==> src/trbs_pkg.sv <==
// constants shared by the t1 transmit robbed-bit signaling inserter
package trbs_pkg;

  // channel count and widths
  localparam int TRBS_CHANNELS = 24;
  localparam int TRBS_NIB_W = 4;
  localparam int TRBS_SLOT_BITS = 8;

  // processor port pages and offsets
  localparam logic [3:0] TRBS_PAGE_SIG_LO = 4'h5;
  localparam logic [3:0] TRBS_PAGE_SIG_HI = 4'h6;
  localparam logic [3:0] TRBS_PAGE_CTL_LO = 4'h7;
  localparam logic [3:0] TRBS_PAGE_CTL_HI = 4'h8;
  localparam logic [4:0] TRBS_ADDR_FIRST = 5'h10;
  localparam logic [4:0] TRBS_ADDR_LO_LAST = 5'h1F;
  localparam logic [4:0] TRBS_ADDR_HI_LAST = 5'h17;
  localparam logic [4:0] TRBS_HI_CHAN_BASE = 5'h10;

  // signaling word field positions
  localparam int TRBS_POS_A = 3;
  localparam int TRBS_POS_B = 2;
  localparam int TRBS_POS_C = 1;
  localparam int TRBS_POS_D = 0;

  // per time slot control field positions
  localparam int TRBS_CTL_SRC_POS = 1;
  localparam int TRBS_CTL_CC_POS = 0;

  // robbed bit: bit position 8 of a channel is the byte lsb
  localparam int TRBS_ROBBED_POS = 0;

  // superframe frame numbers, counted from 1
  localparam logic [4:0] TRBS_FRAME_FIRST = 5'h01;
  localparam logic [4:0] TRBS_FRAME_A = 5'h06;
  localparam logic [4:0] TRBS_FRAME_B = 5'h0C;
  localparam logic [4:0] TRBS_FRAME_C = 5'h12;
  localparam logic [4:0] TRBS_FRAME_D = 5'h18;

  // serial slot counting
  localparam logic [2:0] TRBS_LAST_BIT = 3'h7;
  localparam logic [4:0] TRBS_LAST_SLOT = 5'h1F;
  localparam logic [4:0] TRBS_ACTIVE_SLOTS = 5'h18;

  // values after reset
  localparam logic [3:0] TRBS_SIG_RESET = 4'h0;
  localparam logic [1:0] TRBS_CTL_RESET = 2'h0;
  localparam logic [7:0] TRBS_BYTE_RESET = 8'h00;

  // buffer entry: {slot index, nibble}
  typedef logic [8:0] trbs_entry_t;

endpackage : trbs_pkg

==> src/trbs_pair_buf.sv <==
// two-entry valid/ready buffer between the serial deserialiser and the nibble store
`timescale 1ns/1ps
module trbs_pair_buf
  import trbs_pkg::*;
#(
  parameter int WIDTH = 9,
  parameter int DEPTH = 2
) (
  input wire logic clock,
  input wire logic rst,
  input wire logic clock_en,
  input wire logic in_valid,
  output logic in_ready,
  input wire logic [WIDTH-1:0] in_data,
  output logic out_valid,
  input wire logic out_ready,
  output logic [WIDTH-1:0] out_data
);

  if (DEPTH != 2 || WIDTH < 1) begin : g_check
    $error("trbs_pair_buf supports exactly two entries");
  end

  logic [WIDTH-1:0] mem_reg [DEPTH];
  logic [WIDTH-1:0] mem_next [DEPTH];
  logic wr_ptr_reg, wr_ptr_next;
  logic rd_ptr_reg, rd_ptr_next;
  logic [1:0] count_reg, count_next;
  logic push, pop;

  // full and empty come straight from the occupancy count
  assign in_ready = (count_reg != 2'h2);
  assign out_valid = (count_reg != 2'h0);
  assign out_data = mem_reg[rd_ptr_reg];
  assign push = in_valid && in_ready;
  assign pop = out_valid && out_ready;

  // pointer and storage update
  always_comb begin
    mem_next = mem_reg;
    wr_ptr_next = wr_ptr_reg;
    rd_ptr_next = rd_ptr_reg;
    count_next = count_reg;
    if (push) begin
      mem_next[wr_ptr_reg] = in_data;
      wr_ptr_next = ~wr_ptr_reg;
    end
    if (pop) begin
      rd_ptr_next = ~rd_ptr_reg;
    end
    if (push && !pop) begin
      count_next = count_reg + 2'h1;
    end else if (pop && !push) begin
      count_next = count_reg - 2'h1;
    end
  end

  always_ff @(posedge clock or posedge rst) begin
    if (rst) begin
      mem_reg <= '{default: '0};
      wr_ptr_reg <= 1'b0;
      rd_ptr_reg <= 1'b0;
      count_reg <= 2'h0;
    end else if (clock_en) begin
      mem_reg <= mem_next;
      wr_ptr_reg <= wr_ptr_next;
      rd_ptr_reg <= rd_ptr_next;
      count_reg <= count_next;
    end
  end

endmodule : trbs_pair_buf

==> src/trbs_tx_sig.sv <==
// t1 transmit robbed-bit signaling inserter with processor and serial sources
//
// Summary of operation
// channels 1-16 at 0x10-0x1F of page one, 17-24 at 0x10-0x17 of page two.
// source bit high takes the channel's signaling from its processor-written word.
// word bit 3 is A, sent in bit 8 of frame 6; bits 7-4 unused.
// word bit 2 is B, sent in bit 8 of frame 12.
// word bit 1 is C, sent in frame 18 under ESF; ignored in D4.
// word bit 0 is D, sent in frame 24 under ESF; ignored in D4.
// stored signaling is inserted only where the channel has signaling enabled.
// source bit low takes signaling from the channel's serial backplane slot.
// upper nibble select one uses serial slot bits 7-4 as A-D.
// upper nibble select zero uses serial slot bits 3-0 as A-D.
// ESF sends the four serial bits in frames 6, 12, 18 and 24.
// D4 sends only serial A and B in frames 6 and 12.
// clear channel high inserts no robbed bit; low inserts every sixth frame.
// signaling is captured once per superframe so all frames stay consistent.
`timescale 1ns/1ps
module trbs_tx_sig
  import trbs_pkg::*;
#(
  parameter int CHANNELS = TRBS_CHANNELS
) (
  input wire logic clock,
  input wire logic rst,
  input wire logic clock_en,
  input wire logic esf_mode,
  input wire logic upper_nibble_select,
  input wire logic cpu_cs,
  input wire logic cpu_wr_en,
  input wire logic cpu_rd_en,
  input wire logic [3:0] cpu_page,
  input wire logic [4:0] cpu_addr,
  input wire logic [7:0] cpu_wdata,
  output logic [7:0] cpu_rdata,
  input wire logic serial_control_input,
  input wire logic serial_frame_sync,
  input wire logic tx_in_valid,
  input wire logic [4:0] tx_in_frame,
  input wire logic [4:0] tx_in_chan,
  input wire logic [7:0] tx_in_data,
  output logic tx_out_valid,
  output logic [7:0] tx_out_data
);

  if (CHANNELS != TRBS_CHANNELS) begin : g_check
    $error("trbs_tx_sig maps exactly 24 channels over two pages");
  end

  // page/offset decode: {hit, control page, channel index}
  function automatic logic [6:0] trbs_decode(input logic [3:0] page, input logic [4:0] addr);
    logic [6:0] res;
    res = 7'h00;
    if ((page == TRBS_PAGE_SIG_LO || page == TRBS_PAGE_CTL_LO) &&
        addr >= TRBS_ADDR_FIRST && addr <= TRBS_ADDR_LO_LAST) begin
      res = {1'b1, page == TRBS_PAGE_CTL_LO, addr - TRBS_ADDR_FIRST};
    end else if ((page == TRBS_PAGE_SIG_HI || page == TRBS_PAGE_CTL_HI) &&
        addr >= TRBS_ADDR_FIRST && addr <= TRBS_ADDR_HI_LAST) begin
      res = {1'b1, page == TRBS_PAGE_CTL_HI, addr};
    end
    return res;
  endfunction : trbs_decode

  // robbed bit for a frame: {insert, value}
  function automatic logic [1:0] trbs_pick(input logic [3:0] nib, input logic [4:0] frame,
                                           input logic esf);
    logic [1:0] res;
    res = 2'h0;
    if (frame == TRBS_FRAME_A) begin
      res = {1'b1, nib[TRBS_POS_A]};
    end else if (frame == TRBS_FRAME_B) begin
      res = {1'b1, nib[TRBS_POS_B]};
    end else if (esf && frame == TRBS_FRAME_C) begin
      res = {1'b1, nib[TRBS_POS_C]};
    end else if (esf && frame == TRBS_FRAME_D) begin
      res = {1'b1, nib[TRBS_POS_D]};
    end
    return res;
  endfunction : trbs_pick

  // register file and per-channel state
  logic [3:0] cpu_sig_reg [TRBS_CHANNELS];
  logic [3:0] cpu_sig_next [TRBS_CHANNELS];
  logic [1:0] ctl_reg [TRBS_CHANNELS];
  logic [1:0] ctl_next [TRBS_CHANNELS];
  logic [3:0] ser_sig_reg [TRBS_CHANNELS];
  logic [3:0] ser_sig_next [TRBS_CHANNELS];
  logic [3:0] sf_sig_reg [TRBS_CHANNELS];
  logic [3:0] sf_sig_next [TRBS_CHANNELS];
  logic [7:0] cpu_rdata_next;
  logic [6:0] dec;
  logic [4:0] dec_idx;

  // serial input path
  logic scin_s1_reg, scin_s2_reg, fs_s1_reg, fs_s2_reg, fs_d_reg;
  logic [6:0] shift_reg, shift_next;
  logic [2:0] bit_cnt_reg, bit_cnt_next;
  logic [4:0] slot_reg, slot_next;
  logic deser_valid_reg, deser_valid_next;
  trbs_entry_t deser_data_reg, deser_data_next;
  logic fs_rise, byte_done, deser_ready;
  logic [7:0] slot_byte;
  logic buf_out_valid, buf_out_ready;
  trbs_entry_t buf_out_data;

  // transmit path
  logic tx_out_valid_next;
  logic [7:0] tx_out_data_next;
  logic capture_now, chan_ok;
  logic [3:0] cur_nib;
  logic [1:0] cur_ctl;
  logic [1:0] pick;

  assign dec = trbs_decode(cpu_page, cpu_addr);
  assign dec_idx = dec[4:0];
  assign chan_ok = (tx_in_chan < TRBS_ACTIVE_SLOTS);
  assign cur_nib = chan_ok ? sf_sig_reg[tx_in_chan] : TRBS_SIG_RESET;
  assign cur_ctl = chan_ok ? ctl_reg[tx_in_chan] : TRBS_CTL_RESET;
  // capture on the first channel of frame one, the superframe boundary
  assign capture_now = tx_in_valid && tx_in_frame == TRBS_FRAME_FIRST && tx_in_chan == 5'h00;

  // processor port writes and registered read data
  always_comb begin
    cpu_sig_next = cpu_sig_reg;
    ctl_next = ctl_reg;
    cpu_rdata_next = cpu_rdata;
    if (cpu_cs && cpu_wr_en && dec[6]) begin
      if (dec[5]) begin
        ctl_next[dec_idx] = cpu_wdata[1:0];
      end else begin
        cpu_sig_next[dec_idx] = cpu_wdata[3:0];
      end
    end
    if (cpu_cs && cpu_rd_en) begin
      // unused bits and unmapped offsets read as zero
      if (!dec[6]) begin
        cpu_rdata_next = TRBS_BYTE_RESET;
      end else if (dec[5]) begin
        cpu_rdata_next = {6'h00, ctl_reg[dec_idx]};
      end else begin
        cpu_rdata_next = {4'h0, cpu_sig_reg[dec_idx]};
      end
    end
  end

  always_ff @(posedge clock or posedge rst) begin
    if (rst) begin
      cpu_sig_reg <= '{default: TRBS_SIG_RESET};
      ctl_reg <= '{default: TRBS_CTL_RESET};
      cpu_rdata <= TRBS_BYTE_RESET;
    end else if (clock_en) begin
      cpu_sig_reg <= cpu_sig_next;
      ctl_reg <= ctl_next;
      cpu_rdata <= cpu_rdata_next;
    end
  end

  // pin synchronisers; only the second stage and later are read
  always_ff @(posedge clock or posedge rst) begin
    if (rst) begin
      scin_s1_reg <= 1'b0;
      scin_s2_reg <= 1'b0;
      fs_s1_reg <= 1'b0;
      fs_s2_reg <= 1'b0;
      fs_d_reg <= 1'b0;
    end else if (clock_en) begin
      scin_s1_reg <= serial_control_input;
      scin_s2_reg <= scin_s1_reg;
      fs_s1_reg <= serial_frame_sync;
      fs_s2_reg <= fs_s1_reg;
      fs_d_reg <= fs_s2_reg;
    end
  end

  assign fs_rise = fs_s2_reg && !fs_d_reg;
  assign slot_byte = {shift_reg, scin_s2_reg};
  assign byte_done = !fs_rise && bit_cnt_reg == TRBS_LAST_BIT;

  // deserialiser: msb first, eight bits a slot, slot 0 begins at the sync edge
  always_comb begin
    shift_next = {shift_reg[5:0], scin_s2_reg};
    bit_cnt_next = bit_cnt_reg + 3'h1;
    slot_next = slot_reg;
    deser_data_next = deser_data_reg;
    deser_valid_next = deser_valid_reg && !deser_ready;
    if (fs_rise) begin
      shift_next = {6'h00, scin_s2_reg};
      bit_cnt_next = 3'h1;
      slot_next = 5'h00;
    end else if (byte_done) begin
      if (slot_reg != TRBS_LAST_SLOT) begin
        slot_next = slot_reg + 5'h01;
      end
      if (slot_reg < TRBS_ACTIVE_SLOTS) begin
        // a new slot wins over the handshake clearing the old one
        deser_valid_next = 1'b1;
        deser_data_next = {slot_reg, upper_nibble_select ? slot_byte[7:4]
                                                         : slot_byte[3:0]};
      end
    end
  end

  always_ff @(posedge clock or posedge rst) begin
    if (rst) begin
      shift_reg <= 7'h00;
      bit_cnt_reg <= 3'h0;
      slot_reg <= TRBS_LAST_SLOT;
      deser_valid_reg <= 1'b0;
      deser_data_reg <= '0;
    end else if (clock_en) begin
      shift_reg <= shift_next;
      bit_cnt_reg <= bit_cnt_next;
      slot_reg <= slot_next;
      deser_valid_reg <= deser_valid_next;
      deser_data_reg <= deser_data_next;
    end
  end

  // the store stalls in the capture cycle, so the buffer absorbs that slot
  assign buf_out_ready = !capture_now;

  trbs_pair_buf #(
    .WIDTH($bits(trbs_entry_t)),
    .DEPTH(2)
  ) u_buf (
    .clock(clock),
    .rst(rst),
    .clock_en(clock_en),
    .in_valid(deser_valid_reg),
    .in_ready(deser_ready),
    .in_data(deser_data_reg),
    .out_valid(buf_out_valid),
    .out_ready(buf_out_ready),
    .out_data(buf_out_data)
  );

  // serial store and superframe capture
  always_comb begin
    ser_sig_next = ser_sig_reg;
    sf_sig_next = sf_sig_reg;
    if (buf_out_valid && buf_out_ready) begin
      ser_sig_next[buf_out_data[8:4]] = buf_out_data[3:0];
    end
    if (capture_now) begin
      for (int i = 0; i < TRBS_CHANNELS; i++) begin
        // one snapshot a superframe keeps a, b, c, d coherent
        sf_sig_next[i] = ctl_reg[i][TRBS_CTL_SRC_POS] ? cpu_sig_reg[i]
                                                      : ser_sig_reg[i];
      end
    end
  end

  always_ff @(posedge clock or posedge rst) begin
    if (rst) begin
      ser_sig_reg <= '{default: TRBS_SIG_RESET};
      sf_sig_reg <= '{default: TRBS_SIG_RESET};
    end else if (clock_en) begin
      ser_sig_reg <= ser_sig_next;
      sf_sig_reg <= sf_sig_next;
    end
  end

  // robbed-bit insertion, one registered stage
  assign pick = trbs_pick(cur_nib, tx_in_frame, esf_mode);
  always_comb begin
    tx_out_valid_next = tx_in_valid;
    tx_out_data_next = tx_in_data;
    if (tx_in_valid && chan_ok && pick[1] && !cur_ctl[TRBS_CTL_CC_POS]) begin
      tx_out_data_next[TRBS_ROBBED_POS] = pick[0];
    end
  end

  always_ff @(posedge clock or posedge rst) begin
    if (rst) begin
      tx_out_valid <= 1'b0;
      tx_out_data <= TRBS_BYTE_RESET;
    end else if (clock_en) begin
      tx_out_valid <= tx_out_valid_next;
      tx_out_data <= tx_out_data_next;
    end
  end
endmodule : trbs_tx_sig
==> config.mk <==
export PLATFORM = sky130hd
export DESIGN_NAME = trbs_tx_sig
export DESIGN_NICKNAME = d
export VERILOG_FILES = /design/src/trbs_pkg.sv /design/src/trbs_pair_buf.sv /design/src/trbs_tx_sig.sv
export SDC_FILE = /design/constraint.sdc
export NUM_CORES = 1
export LEC_CHECK = 0
export BUFFER_PORTS_ARGS = -buffer_cell sky130_fd_sc_hd__buf_2
export CAP_MARGIN = 40
export CORE_MARGIN = 4
export CORE_UTILIZATION = 50
export CTS_CLUSTER_SIZE = 14
export DETAILED_ROUTE_END_ITERATION = 8
export GPL_ROUTABILITY_DRIVEN = 0
export PLACE_DENSITY = 0.66
export SLEW_MARGIN = 10
export SYNTH_ARGS = -nofsm -noshare
export SYNTH_HDL_FRONTEND = slang
export SYNTH_HIERARCHICAL = 1
export SYNTH_SLANG_ARGS = --single-unit
export TNS_END_PERCENT = 10
==> constraint.sdc <==
create_clock -name clock -period 17.2 [get_ports clock]
set_input_delay 3.44 -clock clock [delete_from_list [all_inputs] [get_ports clock]]
set_output_delay 3.44 -clock clock [all_outputs]
set_load 0.05 [all_outputs]
==> flow_summary.json <==
{
  "grt_first_pass_wirelength_um": 77600,
  "nets": 1601,
  "final.period_utilization_pct": 36.3,
  "cp_cell_sequence": "buf_2, or3b_1, or3_1, a21oi_2, and3_1, nand3_1, nor2_1, mux2_2",
  "synth_edf_count": 0,
  "min_path_type": "flop to flop",
  "setup_viol": 0,
  "start_util_pct": 50.8,
  "clock.fmax_ghz": 0.160,
  "synth_top_flop_cell": "dfrtp_1",
  "outcome": "completed",
  "met3_usage_pct": 4.01,
  "drc": 0,
  "rr_worst_depth": 5,
  "p_switching_uw": 581,
  "swShare_pct": 26.4,
  "endpoint_kind": "flop",
  "cts_hold_buf": 0,
  "grt_usage_pct": 24.4,
  "rows": 71,
  "ys_ff_latch": 401,
  "wl_um": 49700,
  "power_mw": 2.20,
  "required_ns": 17.64,
  "powerDensity_mw_per_mm2": 103,
  "reg2reg_slack_ns": 14.30,
  "die_width_um": 204,
  "setup_tns_ns": 0,
  "startpoint_type": "primary input",
  "multi_input_area_sq_mm": 0.00859,
  "utilization_pct": 56.4,
  "vias": 12400,
  "rsz0062_at_grt": "no",
  "grt_pass1_vias": 12500,
  "fillers": 3179,
  "slowest_delay_ns": 0.66,
  "yosysWarningCount": 6,
  "hold_depth": 2,
  "synthesis.area_sq_mm": 0.0192,
  "max_slew_margin_pct": 28.0,
  "diodes": 0,
  "die_height_um": 204,
  "pwr-share-comb_pct": 11.2,
  "maxCapViolCount": 0,
  "grt_util_met2_pct": 37.5,
  "r2r-end": "ser_sig_reg[4]",
  "worst_hold_slack_ns": 0.474,
  "drive_above_1_share_pct": 31.8,
  "htree_levels": 2,
  "drt-wirelength-per-cell_um": 23.8,
  "clkTransAtPathRegs_ns": 0.06,
  "fin_ws_ns": 10.95,
  "vdd_ir_drop_max_mv": 0.0747,
  "clock_sinks": 401,
  "syn_area_per_cell_sq_um": 12.4,
  "drtAntennaViolNets": 0,
  "whs_endpoint": "sf_sig_reg[19]",
  "seqPwrFrac_pct": 46.7,
  "io_buffers": 54,
  "grt_max_degree": 185,
  "clockBufferDepth": 3,
  "syn_to_final_growth_pct": 11.1,
  "worstReg2RegStart": "u_buf/rd_ptr_reg",
  "coreArea_sq_mm": 0.0378,
  "internal_power_mw": 1.62,
  "cts_buffers": 44,
  "pre_cts_ws_ns": 10.54,
  "critical_path_class": "primary input to flop",
  "cts_setup_buffers": 0,
  "drt_iter0_markers": 968,
  "async_reset_ff_share_pct": 100,
  "report.final.slew_viol_count": 0,
  "use_met1_pct": 36.2,
  "min_from": "sf_sig_reg[19]",
  "cp_max_fo": 7,
  "io_pins": 63,
  "grt-ovfl-total": 0,
  "cts_tree": "done",
  "vias_per_cell": 5.94,
  "finalClockSkew_ns": 0.0104,
  "crit_arrival_ns": 6.69,
  "top_usage_layer": "met2",
  "slowest_stage": "nor2_1",
  "synth_cell_types": 73,
  "finalCriticalPeriod_ns": 6.25,
  "final-seq-area_sq_mm": 0.0100,
  "drt-pass1-iter-count": 5,
  "netlist_instances": 1544,
  "clk_latency_ns": 0.56,
  "clkPwrFrac_pct": 42.1,
  "stdcell_area_sq_mm": 0.0213,
  "antenna_found_initial": 4,
  "placed_area_sq_mm": 0.0199,
  "ys_seq_area_share_pct": 52.4,
  "final-hold-violation-count": 0,
  "leakage_nw": 9.71,
  "placed_cells": 2014,
  "dp_hpwl_um": 32500,
  "die_area_sq_mm": 0.0415,
  "root_buffer": "clkbuf_16",
  "post_cts_resized": 0,
  "fin_cells": 2092,
  "worst_pin_slew_ns": 1.08
}
[critical path: cells and delay by family]
family / cells / cell delay [ns]
and+or+nand+nor: 5 / 2.17
muxes: 1 / 0.40
buffers and inverters: 1 / 0.12
AOI/OAI and AO/OA: 1 / 0.56
[placed cells by master (no fill, tap or decap), drive strengths merged, types with 6 or more instances in the layout]
cell	instances
o22ai	7
mux2i	135
clkbuf	62
o21ai	125
mux2	288
and3	13
clkinv	12
nor2b	7
nand2b	6
nand3	16
mux4	48
nor2	68
a21oi	18
nand2	162
inv	19
nor3	10
dfrtp	396
buf	75
a211oi	11
[cell usage after synthesis (11+ instances only)]
master	count	area, sq um
dfrtp_1	396	9910
mux2_2	270	3040
nand2_1	162	608
mux2i_1	135	1350
o21ai_0	122	611
clkbuf_1	77	289
nor2_1	68	255
mux4_2	48	1080
buf_1	24	90.1
inv_1	19	71.3
mux2_4	18	270
a21oi_1	17	85.1
nand3_1	15	75.1
and3_1	13	81.3
buf_2	11	55.1
[layer usage]
metal / vias to the layer above / part of all wire, %
met2: 408 / 46
met5: - / 0.026
li1: 5553 / -
met1: 6374 / 46
met4: 2 / 2.3
met3: 82 / 6.6
[layout make-up]
| class | instances | share of cell area (%) |
|---|---|---|
| Clock buffer | 62 | 5.97 |
| Clock inverter | 15 | 0.617 |
| Inverter | 19 | 0.370 |
| Multi-Input combinational cell | 1009 | 40.4 |
| Sequential cell | 401 | 47.2 |
| Tap cell | 511 | 3.00 |
| Timing Repair Buffer | 75 | 2.50 |
[kinds of logic after synthesis]
family | synth area share [%]
other | 0.0196
DFF | 52.4
xor gates and xnor gates | 0.366
buffers and inverters | 2.89
adders and majority gates | 0.326
AOI/OAI and AO/OA | 6.26
muxes | 30.0
and+or+nand+nor | 7.76
[worst max path at each step]
stage,endpoint,from
after global placement,cpu_rdata[0],cpu_addr[1]
after floorplan,bit_cnt_reg[0],rst
after global routing,cpu_sig_reg[2],cpu_page[1]
after CTS,cpu_sig_reg[81],cpu_page[1]
after detailed placement,cpu_sig_reg[83],cpu_page[1]
final,cpu_sig_reg[2],cpu_page[1]
[power groups by stage]
| stage | Combinational (mW) | Clock, mW | Sequential [mW] |
|---|---|---|---|
| after floorplan | 0.162 | 0 | 1.04 |
| after global placement | 0.237 | 0 | 1.04 |
| after detailed placement | 0.245 | 0 | 1.04 |
| after CTS | 0.245 | 0.946 | 1.03 |
| after global routing | 0.266 | 0.986 | 1.03 |
| final | 0.245 | 0.927 | 1.03 |
Note: power is estimated with default switching activity, not from simulation.
